<file path="src/core_slice_pkg.sv">
// constants, field positions and codes for the reset, pc and file-op core slice
// assumes a 32-bit AXI4-Lite register bus with byte addresses in the low 8 bits
`default_nettype none

package core_slice_pkg;

  localparam int unsigned ADDR_W = 8;
  localparam int unsigned DATA_W = 32;
  localparam int unsigned PC_W = 13;
  localparam int unsigned FILE_DEPTH = 128;

  // register byte offsets
  localparam logic [7:0] OFF_INSTR = 8'h00;
  localparam logic [7:0] OFF_EVENT = 8'h04;
  localparam logic [7:0] OFF_CTRL = 8'h08;
  localparam logic [7:0] OFF_PC = 8'h0c;
  localparam logic [7:0] OFF_STATUS = 8'h10;
  localparam logic [7:0] OFF_PCSTAT = 8'h14;
  localparam logic [7:0] OFF_PCLATCH = 8'h18;
  localparam logic [7:0] OFF_WREG = 8'h1c;
  localparam logic [7:0] OFF_FADDR = 8'h20;
  localparam logic [7:0] OFF_FDATA = 8'h24;
  localparam logic [7:0] OFF_CYCLES = 8'h28;

  // reset values
  localparam logic [12:0] PC_RESET = 13'h0000;
  localparam logic [12:0] INT_VECTOR = 13'h0004;
  localparam logic [7:0] STATUS_POR = 8'h18;
  localparam logic [1:0] PCSTAT_POR = 2'h0;

  // field positions
  localparam int unsigned TO_BIT = 4;
  localparam int unsigned PD_BIT = 3;
  localparam int unsigned Z_BIT = 2;
  localparam int unsigned BOR_FLAG_BIT = 0;
  localparam int unsigned POR_FLAG_BIT = 1;
  localparam int unsigned GIE_BIT = 0;
  localparam int unsigned SLEEP_BIT = 1;
  localparam int unsigned BUSY_BIT = 2;

  // opcode fields of the 14-bit instruction word
  localparam logic [5:0] OPC_COMPLEMENT = 6'h09;
  localparam logic [5:0] OPC_DECREMENT = 6'h03;
  localparam logic [5:0] OPC_INCREMENT = 6'h0a;
  localparam logic [5:0] OPC_DEC_SKIP = 6'h0b;
  localparam logic [5:0] OPC_INC_SKIP = 6'h0f;
  localparam logic [2:0] OPC_BRANCH = 3'h5;

  localparam logic [1:0] RESP_OKAY = 2'h0;
  localparam logic [1:0] RESP_SLVERR = 2'h2;

  typedef enum logic [2:0]
  {
    EV_POR = 3'h0,
    EV_EXTERNAL_MASTER_CLEAR = 3'h1,
    EV_WDT = 3'h2,
    EV_BOR = 3'h3,
    EV_INT = 3'h4
  } event_t;

  typedef enum logic
  {
    ST_IDLE = 1'b0,
    ST_SECOND = 1'b1
  } state_t;

endpackage : core_slice_pkg

`default_nettype wire

</file>
<file path="src/core_reset_pc_file_ops.sv">
// core slice: reset and wake-up handling of pc, status and power status, plus file ops
// assumes an AXI4-Lite master on the same clock; reset events and instructions arrive by register writes
//
// Notes on behaviour
// RULE_01: a power-on reset zeroes the pc, sets status to 0001 1000 and clears both power status flags.
// RULE_02: an external_master_clear reset while running zeroes the pc and status bits 7:5 only.
// RULE_03: an external_master_clear reset in sleep zeroes the pc and bits 7:5, sets timeout_flag, clears powerdown_flag.
// RULE_04: an interrupt wake-up goes on at pc plus one, sets timeout_flag and clears powerdown_flag.
// RULE_05: watchdog_timer reset, watchdog_timer wake-up and brown_out reset each load pc, status and flags as tabled.
// RULE_06: an interrupt wake-up with global_interrupt_enable set loads the pc with the interrupt vector.
// RULE_07: complement_file_op inverts a file register and writes it to w or the file, updating zero_flag.
// RULE_08: decrement_file_op subtracts one and writes to w or the file, updating zero_flag.
// RULE_09: increment_file_op adds one and writes to w or the file, updating zero_flag.
// RULE_10: branch_absolute_op loads pc from an 11-bit immediate and pc_high_latch bits 4:3 in two cycles.
// RULE_11: decrement_skip_zero_op writes without touching flags and skips the next slot on a zero result.
// RULE_12: increment_skip_zero_op writes without touching flags and skips the next slot on a zero result.
// RULE_13: timeout_flag and powerdown_flag are set per reset source so software can tell them apart.
// RULE_14: power status bit 0 is the brown-out flag, bit 1 the power-on flag.
// RULE_15: zero_flag is set when the 8-bit result is zero and cleared otherwise.
// RULE_16: any other instruction advances the pc by one in a single cycle.
//
// Chosen here: the register addresses and the AXI4-Lite slave port.
`timescale 1ns/1ps
`default_nettype none

module core_reset_pc_file_ops (
  input wire logic clock,
  input wire logic rst,
  input wire logic [core_slice_pkg::ADDR_W-1:0] awaddr,
  input wire logic awvalid,
  output logic awready,
  input wire logic [core_slice_pkg::DATA_W-1:0] wdata,
  input wire logic [3:0] wstrb,
  input wire logic wvalid,
  output logic wready,
  output logic [1:0] bresp,
  output logic bvalid,
  input wire logic bready,
  input wire logic [core_slice_pkg::ADDR_W-1:0] araddr,
  input wire logic arvalid,
  output logic arready,
  output logic [core_slice_pkg::DATA_W-1:0] rdata,
  output logic [1:0] rresp,
  output logic rvalid,
  input wire logic rready
);
  import core_slice_pkg::*;

  logic [ADDR_W-1:0] awAddr_q;
  logic awHeld_q;
  logic [DATA_W-1:0] wData_q;
  logic [3:0] wStrb_q;
  logic wHeld_q;
  logic wrFire;
  logic regWr;
  logic eventFire;
  logic issue;
  logic [2:0] evCode;

  logic [12:0] pc_q;
  logic [7:0] status_q;
  logic [1:0] pcStat_q;
  logic [7:0] wAcc_q;
  logic [4:0] pcLatch_q;
  logic [6:0] fAddr_q;
  logic gie_q;
  logic asleep_q;
  logic skip_q;
  logic [13:0] lastInstr_q;
  logic [31:0] cycles_q;
  state_t state_q;
  logic [7:0] fileMem [FILE_DEPTH];

  logic [13:0] opWord;
  logic [6:0] opAddr;
  logic opDest;
  logic [7:0] operand;
  logic [7:0] result;
  logic isFileOp;
  logic isBranch;
  logic updZero;
  logic skipOnZero;
  logic [DATA_W-1:0] readData;
  logic readHit;

  assign wrFire = awHeld_q && wHeld_q && !bvalid;
  assign regWr = wrFire && wStrb_q[0];
  assign evCode = wData_q[2:0];
  assign eventFire = regWr && (awAddr_q == OFF_EVENT);
  assign opWord = wData_q[13:0];
  assign opAddr = opWord[6:0];
  assign opDest = opWord[7];
  assign operand = fileMem[opAddr];
  // instructions are refused while busy or asleep
  assign issue = wrFire && (wStrb_q[1:0] == 2'h3) && (awAddr_q == OFF_INSTR) && (state_q == ST_IDLE) && !asleep_q;

  // write address and data capture, either order
  always_ff @(posedge clock or posedge rst)
  begin
    if (rst)
    begin
      awHeld_q <= 1'b0;
      awAddr_q <= '0;
      awready <= 1'b1;
    end
    else if (awvalid && awready)
    begin
      awHeld_q <= 1'b1;
      awAddr_q <= awaddr;
      awready <= 1'b0;
    end
    else
    begin
      if (wrFire)
        awHeld_q <= 1'b0;
      if (bvalid && bready)
        awready <= 1'b1;
    end
  end

  always_ff @(posedge clock or posedge rst)
  begin
    if (rst)
    begin
      wHeld_q <= 1'b0;
      wData_q <= '0;
      wStrb_q <= '0;
      wready <= 1'b1;
    end
    else if (wvalid && wready)
    begin
      wHeld_q <= 1'b1;
      wData_q <= wdata;
      wStrb_q <= wstrb;
      wready <= 1'b0;
    end
    else
    begin
      if (wrFire)
        wHeld_q <= 1'b0;
      if (bvalid && bready)
        wready <= 1'b1;
    end
  end

  always_ff @(posedge clock or posedge rst)
  begin
    if (rst)
    begin
      bvalid <= 1'b0;
      bresp <= RESP_OKAY;
    end
    else if (wrFire)
    begin
      bvalid <= 1'b1;
      bresp <= (awAddr_q <= OFF_CYCLES && awAddr_q[1:0] == 2'h0) ? RESP_OKAY : RESP_SLVERR;
    end
    else if (bready)
      bvalid <= 1'b0;
  end

  // instruction decode
  always_comb
  begin
    result = operand;
    isFileOp = 1'b0;
    updZero = 1'b0;
    skipOnZero = 1'b0;
    isBranch = (opWord[13:11] == OPC_BRANCH);
    case (opWord[13:8])
      // RULE_07 complement result
      OPC_COMPLEMENT:
      begin
        result = ~operand;
        isFileOp = 1'b1;
        updZero = 1'b1;
      end
      // RULE_08 decrement result
      OPC_DECREMENT:
      begin
        result = operand - 8'h01;
        isFileOp = 1'b1;
        updZero = 1'b1;
      end
      // RULE_09 increment result
      OPC_INCREMENT:
      begin
        result = operand + 8'h01;
        isFileOp = 1'b1;
        updZero = 1'b1;
      end
      OPC_DEC_SKIP:
      begin
        result = operand - 8'h01;
        isFileOp = 1'b1;
        skipOnZero = 1'b1;
      end
      OPC_INC_SKIP:
      begin
        result = operand + 8'h01;
        isFileOp = 1'b1;
        skipOnZero = 1'b1;
      end
      default:
        result = operand;
    endcase
  end

  // file register array, written by file ops and by software
  always_ff @(posedge clock)
  begin
    if (issue && isFileOp && opDest)
      fileMem[opAddr] <= result;
    else if (regWr && awAddr_q == OFF_FDATA)
      fileMem[fAddr_q] <= wData_q[7:0];
  end

  // pc, status, power status and execution sequencing
  always_ff @(posedge clock or posedge rst)
  begin
    if (rst)
    begin
      pc_q <= PC_RESET;
      status_q <= STATUS_POR;
      pcStat_q <= PCSTAT_POR;
      wAcc_q <= '0;
      pcLatch_q <= '0;
      fAddr_q <= '0;
      gie_q <= 1'b0;
      asleep_q <= 1'b0;
      skip_q <= 1'b0;
      state_q <= ST_IDLE;
      lastInstr_q <= '0;
      cycles_q <= '0;
    end
    else if (eventFire)
    begin
      state_q <= ST_IDLE;
      skip_q <= 1'b0;
      // RULE_13 flags by source
      case (evCode)
        EV_POR:
        begin
          // RULE_01 power-on load
          pc_q <= PC_RESET;
          status_q <= STATUS_POR;
          // RULE_14 flag positions
          pcStat_q <= PCSTAT_POR;
          asleep_q <= 1'b0;
        end
        EV_EXTERNAL_MASTER_CLEAR:
        begin
          pc_q <= PC_RESET;
          asleep_q <= 1'b0;
          // RULE_03 sleep master clear
          if (asleep_q)
            status_q <= {3'h0, 1'b1, 1'b0, status_q[2:0]};
          // RULE_02 running master clear
          else
            status_q <= {3'h0, status_q[4:0]};
        end
        EV_WDT:
        begin
          asleep_q <= 1'b0;
          // RULE_05 watchdog wake or reset
          if (asleep_q)
          begin
            pc_q <= pc_q + 13'h0001;
            status_q <= {status_q[7:5], 2'h0, status_q[2:0]};
          end
          else
          begin
            pc_q <= PC_RESET;
            status_q <= {3'h0, 1'b0, 1'b1, status_q[2:0]};
          end
        end
        EV_BOR:
        begin
          // RULE_05 brown-out reset
          pc_q <= PC_RESET;
          status_q <= {3'h0, 1'b1, 1'b1, status_q[2:0]};
          pcStat_q[BOR_FLAG_BIT] <= 1'b0;
          asleep_q <= 1'b0;
        end
        EV_INT:
        begin
          // RULE_04 interrupt wake-up
          if (asleep_q)
          begin
            asleep_q <= 1'b0;
            status_q <= {status_q[7:5], 1'b1, 1'b0, status_q[2:0]};
            // RULE_06 vector redirect
            pc_q <= gie_q ? INT_VECTOR : pc_q + 13'h0001;
          end
        end
        default:
          state_q <= ST_IDLE;
      endcase
    end
    else
    begin
      if (state_q == ST_SECOND)
      begin
        state_q <= ST_IDLE;
        cycles_q <= cycles_q + 32'h1;
        // RULE_11 skipped slot as no_operation
        if (skip_q)
          pc_q <= pc_q + 13'h0001;
        skip_q <= 1'b0;
      end
      if (issue)
      begin
        lastInstr_q <= opWord;
        cycles_q <= cycles_q + 32'h1;
        if (isBranch)
        begin
          // RULE_10 absolute branch
          pc_q <= {pcLatch_q[4:3], opWord[10:0]};
          state_q <= ST_SECOND;
        end
        else
        begin
          // RULE_16 single-cycle advance
          pc_q <= pc_q + 13'h0001;
          // RULE_12 skip on zero
          if (skipOnZero && result == 8'h00)
          begin
            state_q <= ST_SECOND;
            skip_q <= 1'b1;
          end
        end
        // RULE_07 destination select
        if (isFileOp && !opDest)
          wAcc_q <= result;
        // RULE_15 zero flag
        if (updZero)
          status_q[Z_BIT] <= (result == 8'h00);
      end
      if (regWr)
      begin
        case (awAddr_q)
          OFF_CTRL:
          begin
            gie_q <= wData_q[GIE_BIT];
            if (wData_q[SLEEP_BIT])
              asleep_q <= 1'b1;
          end
          OFF_STATUS: status_q <= {wData_q[7:5], status_q[4:3], wData_q[2:0]};
          OFF_PCSTAT: pcStat_q <= wData_q[1:0];
          OFF_PCLATCH: pcLatch_q <= wData_q[4:0];
          OFF_WREG: wAcc_q <= wData_q[7:0];
          OFF_FADDR: fAddr_q <= wData_q[6:0];
          default: fAddr_q <= fAddr_q;
        endcase
      end
    end
  end

  // read data select
  always_comb
  begin
    readData = '0;
    readHit = 1'b1;
    case (araddr)
      OFF_INSTR: readData = {18'h0, lastInstr_q};
      OFF_EVENT: readData = '0;
      OFF_CTRL: readData = {29'h0, (state_q == ST_SECOND), asleep_q, gie_q};
      OFF_PC: readData = {19'h0, pc_q};
      OFF_STATUS: readData = {24'h0, status_q};
      OFF_PCSTAT: readData = {30'h0, pcStat_q};
      OFF_PCLATCH: readData = {27'h0, pcLatch_q};
      OFF_WREG: readData = {24'h0, wAcc_q};
      OFF_FADDR: readData = {25'h0, fAddr_q};
      OFF_FDATA: readData = {24'h0, fileMem[fAddr_q]};
      OFF_CYCLES: readData = cycles_q;
      default: readHit = 1'b0;
    endcase
  end

  always_ff @(posedge clock or posedge rst)
  begin
    if (rst)
    begin
      arready <= 1'b1;
      rvalid <= 1'b0;
      rdata <= '0;
      rresp <= RESP_OKAY;
    end
    else if (arvalid && arready)
    begin
      arready <= 1'b0;
      rvalid <= 1'b1;
      rdata <= readData;
      rresp <= readHit ? RESP_OKAY : RESP_SLVERR;
    end
    else if (rvalid && rready)
    begin
      rvalid <= 1'b0;
      arready <= 1'b1;
    end
  end
endmodule : core_reset_pc_file_ops

`default_nettype wire

</file>
<file path="config.mk">
export PLATFORM = sky130hd
export DESIGN_NAME = core_reset_pc_file_ops
export DESIGN_NICKNAME = d
export VERILOG_FILES = /design/src/core_slice_pkg.sv /design/src/core_reset_pc_file_ops.sv
export SDC_FILE = /design/constraint.sdc
export NUM_CORES = 2
export LEC_CHECK = 0
export BUFFER_PORTS_ARGS = -buffer_cell sky130_fd_sc_hd__buf_4
export CORE_AREA = 2 2 303 305
export CTS_CLUSTER_SIZE = 12
export DETAILED_ROUTE_END_ITERATION = 8
export DIE_AREA = 0 0 305 307
export GPL_TIMING_DRIVEN = 0
export PLACE_DENSITY = 0.79
export REMOVE_ABC_BUFFERS = 1
export SYNTH_ARGS = -nofsm -noshare
export SYNTH_HDL_FRONTEND = slang
export SYNTH_SLANG_ARGS = --single-unit
</file>
<file path="constraint.sdc">
create_clock -name clock -period 9.2 [get_ports clock]
set_input_delay 1.38 -clock clock [delete_from_list [all_inputs] [get_ports clock]]
set_output_delay 1.38 -clock clock [all_outputs]
set_load 0.1 [all_outputs]
</file>
* Word-level counts from Yosys, hierarchy flattened *
Memory sizes are Yosys's and may differ from the RTL's.
Cells that the tools add are included.

operators by class
  add/subtract/negate cells = 4
  reduce and logical (&&, ||, !) cells = 65
  multiplexer cells = 71
  eq/ne operators = 42
  bitwise gates (word level) = 3
  magnitude comparators = 1

operator list
  kind                     number
  $pmux W32 S10            1
  $mux W13                 8
  $mux W8                  9
  $eq A8 B5 Y1 const B     8
  $mux W32                 2
  $eq A8 B6 Y1 const B     5
  $mux W1                  40
  $pmux W8 S5              1
  $pmux W13 S3             1
  $add A32 B1 Y32 const B  1
  $eq A6 B4 Y1 const B     4
  $eq A8 B4 Y1 const B     3
  $logic_not A8 Y1         3
  $pmux W8 S3              1
  $reduce_bool A2 Y1       12
  $logic_and A1 B1 Y1      19
  $eq A8 B3 Y1 const B     2
  $ne A2 B2 Y1 const B     8
  $reduce_and A3 Y1        5
  $add A13 B1 Y13 const B  1
  $reduce_and A4 Y1        3
  $reduce_or A11 Y1        1
  $mux W2                  5
  $mux W5                  2
  other kinds (27)         41

word-level totals
  bits in registers = 160
  input port bits = 59
  memories kept = 1
  RAM bits = 1024
  logic and storage cells = 216

memory list
  memory   words  width  read ports  clocked after Yosys merged registers in  write ports  RTL line                      text
  fileMem  128    8      2           0                                        1            core_reset_pc_file_ops.sv:72  logic [7:0] fileMem [FILE_DEPTH];

* Longest topological paths before layout *
  depth in word-level cells = 12
  depth in mapped cells = 24

* Worst setup path after synthesis *
OpenSTA, ideal clock, no wires.

  path kind = register to register
  start = register wData_q[0]
  end = memory fileMem[0][7] (data pin)
  data arrival time = 7.115 ns
  buffers on the path = 5
  period minus slack after synthesis = 8.007 ns
  setup time = 0.892 ns
  setup slack = 1.193 ns
  cell stages (with the launch flop) = 21
  cells stage by stage = dfrtp_1 buf_4 buf_6 buf_6 buf_6 mux4_2 a32o_1 a31oi_1 o2111ai_1 o31ai_1 nor2_1 ha_1 clkbuf_1 a21o_1 a21o_1 a21oi_1 o211ai_1 a311oi_1 nand2_1 xnor2_2 a21oi_1

between the ends
  word-level cells in the longest chain between the ends = 4
  elaborated cells on any way between the ends = 6
  those cells by class = 2 x add/sub; 2 x mux; 1 x bitwise; 1 x memory

RTL lines
  item                                         RTL line                                                      text
  from (decl)                                  core_reset_pc_file_ops.sv:51                                  logic [DATA_W-1:0] wData_q;
  from (signal assigned)                       core_reset_pc_file_ops.sv:133                                 wData_q <= wdata;
  $mem_v2 Z128 W8 (*)                          -
  $add A8 B1 Y8, or another cell as far along  core_reset_pc_file_ops.sv:188, core_reset_pc_file_ops.sv:200
  $pmux W8 S3 (*)                              core_reset_pc_file_ops.sv:170                                 case (opWord[13:8])
  $mux W8 (no source line) (*)                 -
  to (decl)                                    core_reset_pc_file_ops.sv:72

Every way passes the cells marked *; elsewhere a longest branch is shown, timed or not.

* Worst setup path in the final report *
  start = register wData_q[5]
  end = memory fileMem[16][5] (data pin)

between the ends
  word-level cells in the longest chain between the ends = 4
  elaborated cells on any way between the ends = 6
  those cells by class = 2 x add/sub; 2 x mux; 1 x bitwise; 1 x memory

RTL lines
  item                                         RTL line
  $mem_v2 Z128 W8                              -
  $add A8 B1 Y8, or another cell as far along  core_reset_pc_file_ops.sv:188, core_reset_pc_file_ops.sv:200
  $pmux W8 S3                                  core_reset_pc_file_ops.sv:170
  $mux W8 (no source line) (*)                 -

Marked as above.

==> impl_metrics.json <==
{
  "status": "finished, violations left",
  "violations": "max-capacitance violations, max-slew violations",
  "p_per_area_nw_per_um2": 356,
  "wl_um": 173000,
  "remaining_drc_errors": 0,
  "ir_drop_mv": 0.515,
  "die_area_um2": 93600,
  "cap_violations": 2,
  "worstMarginPinSlew_ns": 1.63,
  "clock_latency_ns": 0.74,
  "fp.dieH_um": 307,
  "slew_headroom_pct": -8.73,
  "root_buffer": "clkbuf_16",
  "synth_top_cell_area_share_pct": 54.6,
  "setup_viol": 0,
  "cts_setup_buffers": 0,
  "r2r_cells": 16,
  "synth_area_leader_cell": "edfxtp_1",
  "final_util_pct": 68.7,
  "clkTransAtPathRegs_ns": 0.06,
  "synth_most_common_cell": "edfxtp_1",
  "cts_hold_buf": 0,
  "p_clk_share_pct": 20.2,
  "worst_setup_path_start_kind": "register",
  "drtPass1Iterations": 7,
  "drive_gt1_share_pct": 26.8,
  "wl_per_cell_um": 38.1,
  "timing.final.crit_period_ns": 7.64,
  "cp.required_ns": 9.71,
  "dp_hpwl_um": 110000,
  "overflow": 0,
  "yosysUniqueCellTypes": 78,
  "synth_mux_area_share_pct": 25.2,
  "h-tree-depth": 3,
  "synth-adder-area-share_pct": 0.231,
  "ant_nets": 0,
  "slew_viol_final": 30,
  "grt_pass1_vias": 35200,
  "synth_area_leaders": "edfxtp_1, mux4_2, dfrtp_1",
  "antenna_found_initial": 15,
  "synth_compound_area_share_pct": 4.87,
  "gp_congestion": 0.974,
  "synthCells": 3274,
  "internal_power_w": 0.0139,
  "yosys_warnings": 0,
  "post-route-period-util_pct": 83.0,
  "max_freq_mhz": 131,
  "min_path_cells": 2,
  "fin_cells": 4555,
  "final.setup.tns_ns": 0,
  "synth_common_cells": "edfxtp_1, mux4_2, nor2_1, mux2i_1, nand2_1",
  "syn_to_final_growth_pct": 10.6,
  "num_rows": 111,
  "ys_seq_elements": 1182,
  "numCtsBuffers": 117,
  "drtIter0Drc": 6845,
  "synth_edf_count": 1024,
  "synth_top_family_by_area": "multiplexers",
  "seq_power_share_pct": 40.3,
  "cp-end-kind": "register",
  "syn_area_um2": 56300,
  "post-place-cells": 4352,
  "rsz0062_at_grt": "false",
  "synthArstFlopShare_pct": 13.4,
  "port_buffers": 77,
  "tritoncts": "built",
  "post_cts_resize_count": 0,
  "coreArea_um2": 90700,
  "finalHoldViolations": 0,
  "nets": 3356,
  "dp_slack_ns": 2.21,
  "synthXorXnorAreaFrac_pct": 0.666,
  "clk_path_buf_depth": 3,
  "leakage_nw": 19.9,
  "worstSetupPathType": "register to register",
  "grt_pass1_wl_um": 249000,
  "clock_sinks": 1182,
  "die_x_um": 305,
  "ys_seq_area_share_pct": 61.6,
  "switching_share_pct": 37.5,
  "vias_per_cell": 7.82,
  "skew_ns": 0.0439,
  "setup_slack_ns": 1.56,
  "p_sw_w": 0.00833,
  "initial_core_util_pct": 62.1,
  "grt_usage_pct": 37.4,
  "routed-via-count": 35600,
  "power_frac_comb_pct": 39.5,
  "synthFlopType": "edfxtp_1",
  "post_synth.cell_area_avg_um2": 17.2,
  "ios": 100,
  "crit_fanout": 48,
  "hp-class": "register to register",
  "crit_arrival_ns": 8.15,
  "grt_max_degree": 82,
  "synth-simple-area-share_pct": 5.10
}
flip-flops by register name, indices dropped and copies added, names as in the netlist, 7 cells and up:
| register | flops |
|---|---|
| fileMem | 1024 |
| cycles_q | 32 |
| rdata | 32 |
| lastInstr_q | 14 |
| wData_q | 14 |
| pc_q | 13 |
| awAddr_q | 8 |
| status_q | 8 |
| wAcc_q | 8 |
| fAddr_q | 7 |
power groups by stage:
stage | Sequential, W | Clock [W] | Combinational [W]
after floorplan | 0.00967 | 0 | 0.00455
after global placement | 0.00909 | 0 | 0.00611
after detailed placement | 0.00903 | 0 | 0.00833
after CTS | 0.00892 | 0.00448 | 0.00840
after global routing | 0.00894 | 0.00468 | 0.00904
final | 0.00894 | 0.00449 | 0.00876
through the flow:
stage	total power [W]	area (µm²)	hold WS, ns
after CTS	0.0218	62200	0.485
after floorplan	0.0142	55100	0.446
after detailed placement	0.0174	58800	0.472
after global routing	0.0227	62300	0.505
after global placement	0.0152	57200	0.464
final	0.0222	62300	0.483
metal layers:
layer  track usage [%]  vias up  part of all wire (%)
met2              55.1     3262                    45
met1              49.1    18100                    33
li1                  -    13600                     -
met3              13.5      691                    15
met4              20.6       20                   6.5
met5              1.40        -                  0.21
path summary, 6_finish.rpt:
| path | startpoint | slack [ns] | to |
|---|---|---|---|
| max in group asynchronous | rst | 7.52 | fAddr_q[2]$_DFFE_PP0P_ |
| max reg2reg | wData_q[5]$_DFFE_PP0P_ | 1.56 | fileMem[16][5]$_DFFE_PP_ |
| min in group asynchronous | rst | 0.76 | awAddr_q[1]$_DFFE_PP0P_ |
| max | wData_q[5]$_DFFE_PP0P_ | 1.56 | fileMem[16][5]$_DFFE_PP_ |
| min | pcLatch_q[0]$_DFFE_PP0P_ | 0.48 | pcLatch_q[0]$_DFFE_PP0P_ |
| min reg2reg | pcLatch_q[0]$_DFFE_PP0P_ | 0.48 | pcLatch_q[0]$_DFFE_PP0P_ |
cell usage in the layout (no fill, tap or decap), types with 25 or more instances in the layout:
| master | instances |
|---|---|
| a21oi_1 | 49 |
| a22o_1 | 38 |
| buf_16 | 35 |
| xnor2_1 | 34 |
| nand2_1 | 163 |
| nand4_1 | 25 |
| mux2i_1 | 175 |
| mux4_2 | 530 |
| inv_1 | 27 |
| nand3_1 | 55 |
| nor2_1 | 214 |
| a22oi_1 | 73 |
| dfrtp_1 | 141 |
| mux2_2 | 44 |
| buf_4 | 78 |
| nor3_1 | 33 |
| clkbuf_1 | 41 |
| edfxtp_1 | 1024 |
| clkbuf_16 | 120 |
| o21ai_0 | 80 |
cells by family after synthesis:
logic type | after synthesis
xor+xnor | 42
buf+inv | 275
fa+ha+maj | 10
mux | 750
flops | 1182
simple gates | 618
compound gates | 396
other cells | 1
final cells by class:
cell class              instances  area (µm²)
diodes                          7        17.5
repair buffers                139        2030
fillers                      5503       28400
multi-input cells            1818       20500
clock inverters                27         229
clock buffers                 166        3230
flip-flops and latches       1182       34700
well taps                    1186        1480
inverters                      30         119
critical path, stage by stage (launching register included):
cell      delay (ns)
dfrtp_2         0.73
buf_12          0.29
inv_1           0.62
nor2_1          1.34
o221ai_1        0.35
a211o_1         0.32
a41oi_1         0.51
nor2_1          0.13
ha_1            0.41
a21oi_1         0.44
o21bai_1        0.16
or3_1           0.38
o221ai_1        0.26
or2_2           0.18
nor2_1          0.06
a21oi_4         0.86
buf_12          0.30
Note: power is estimated with default switching activity, not from simulation.
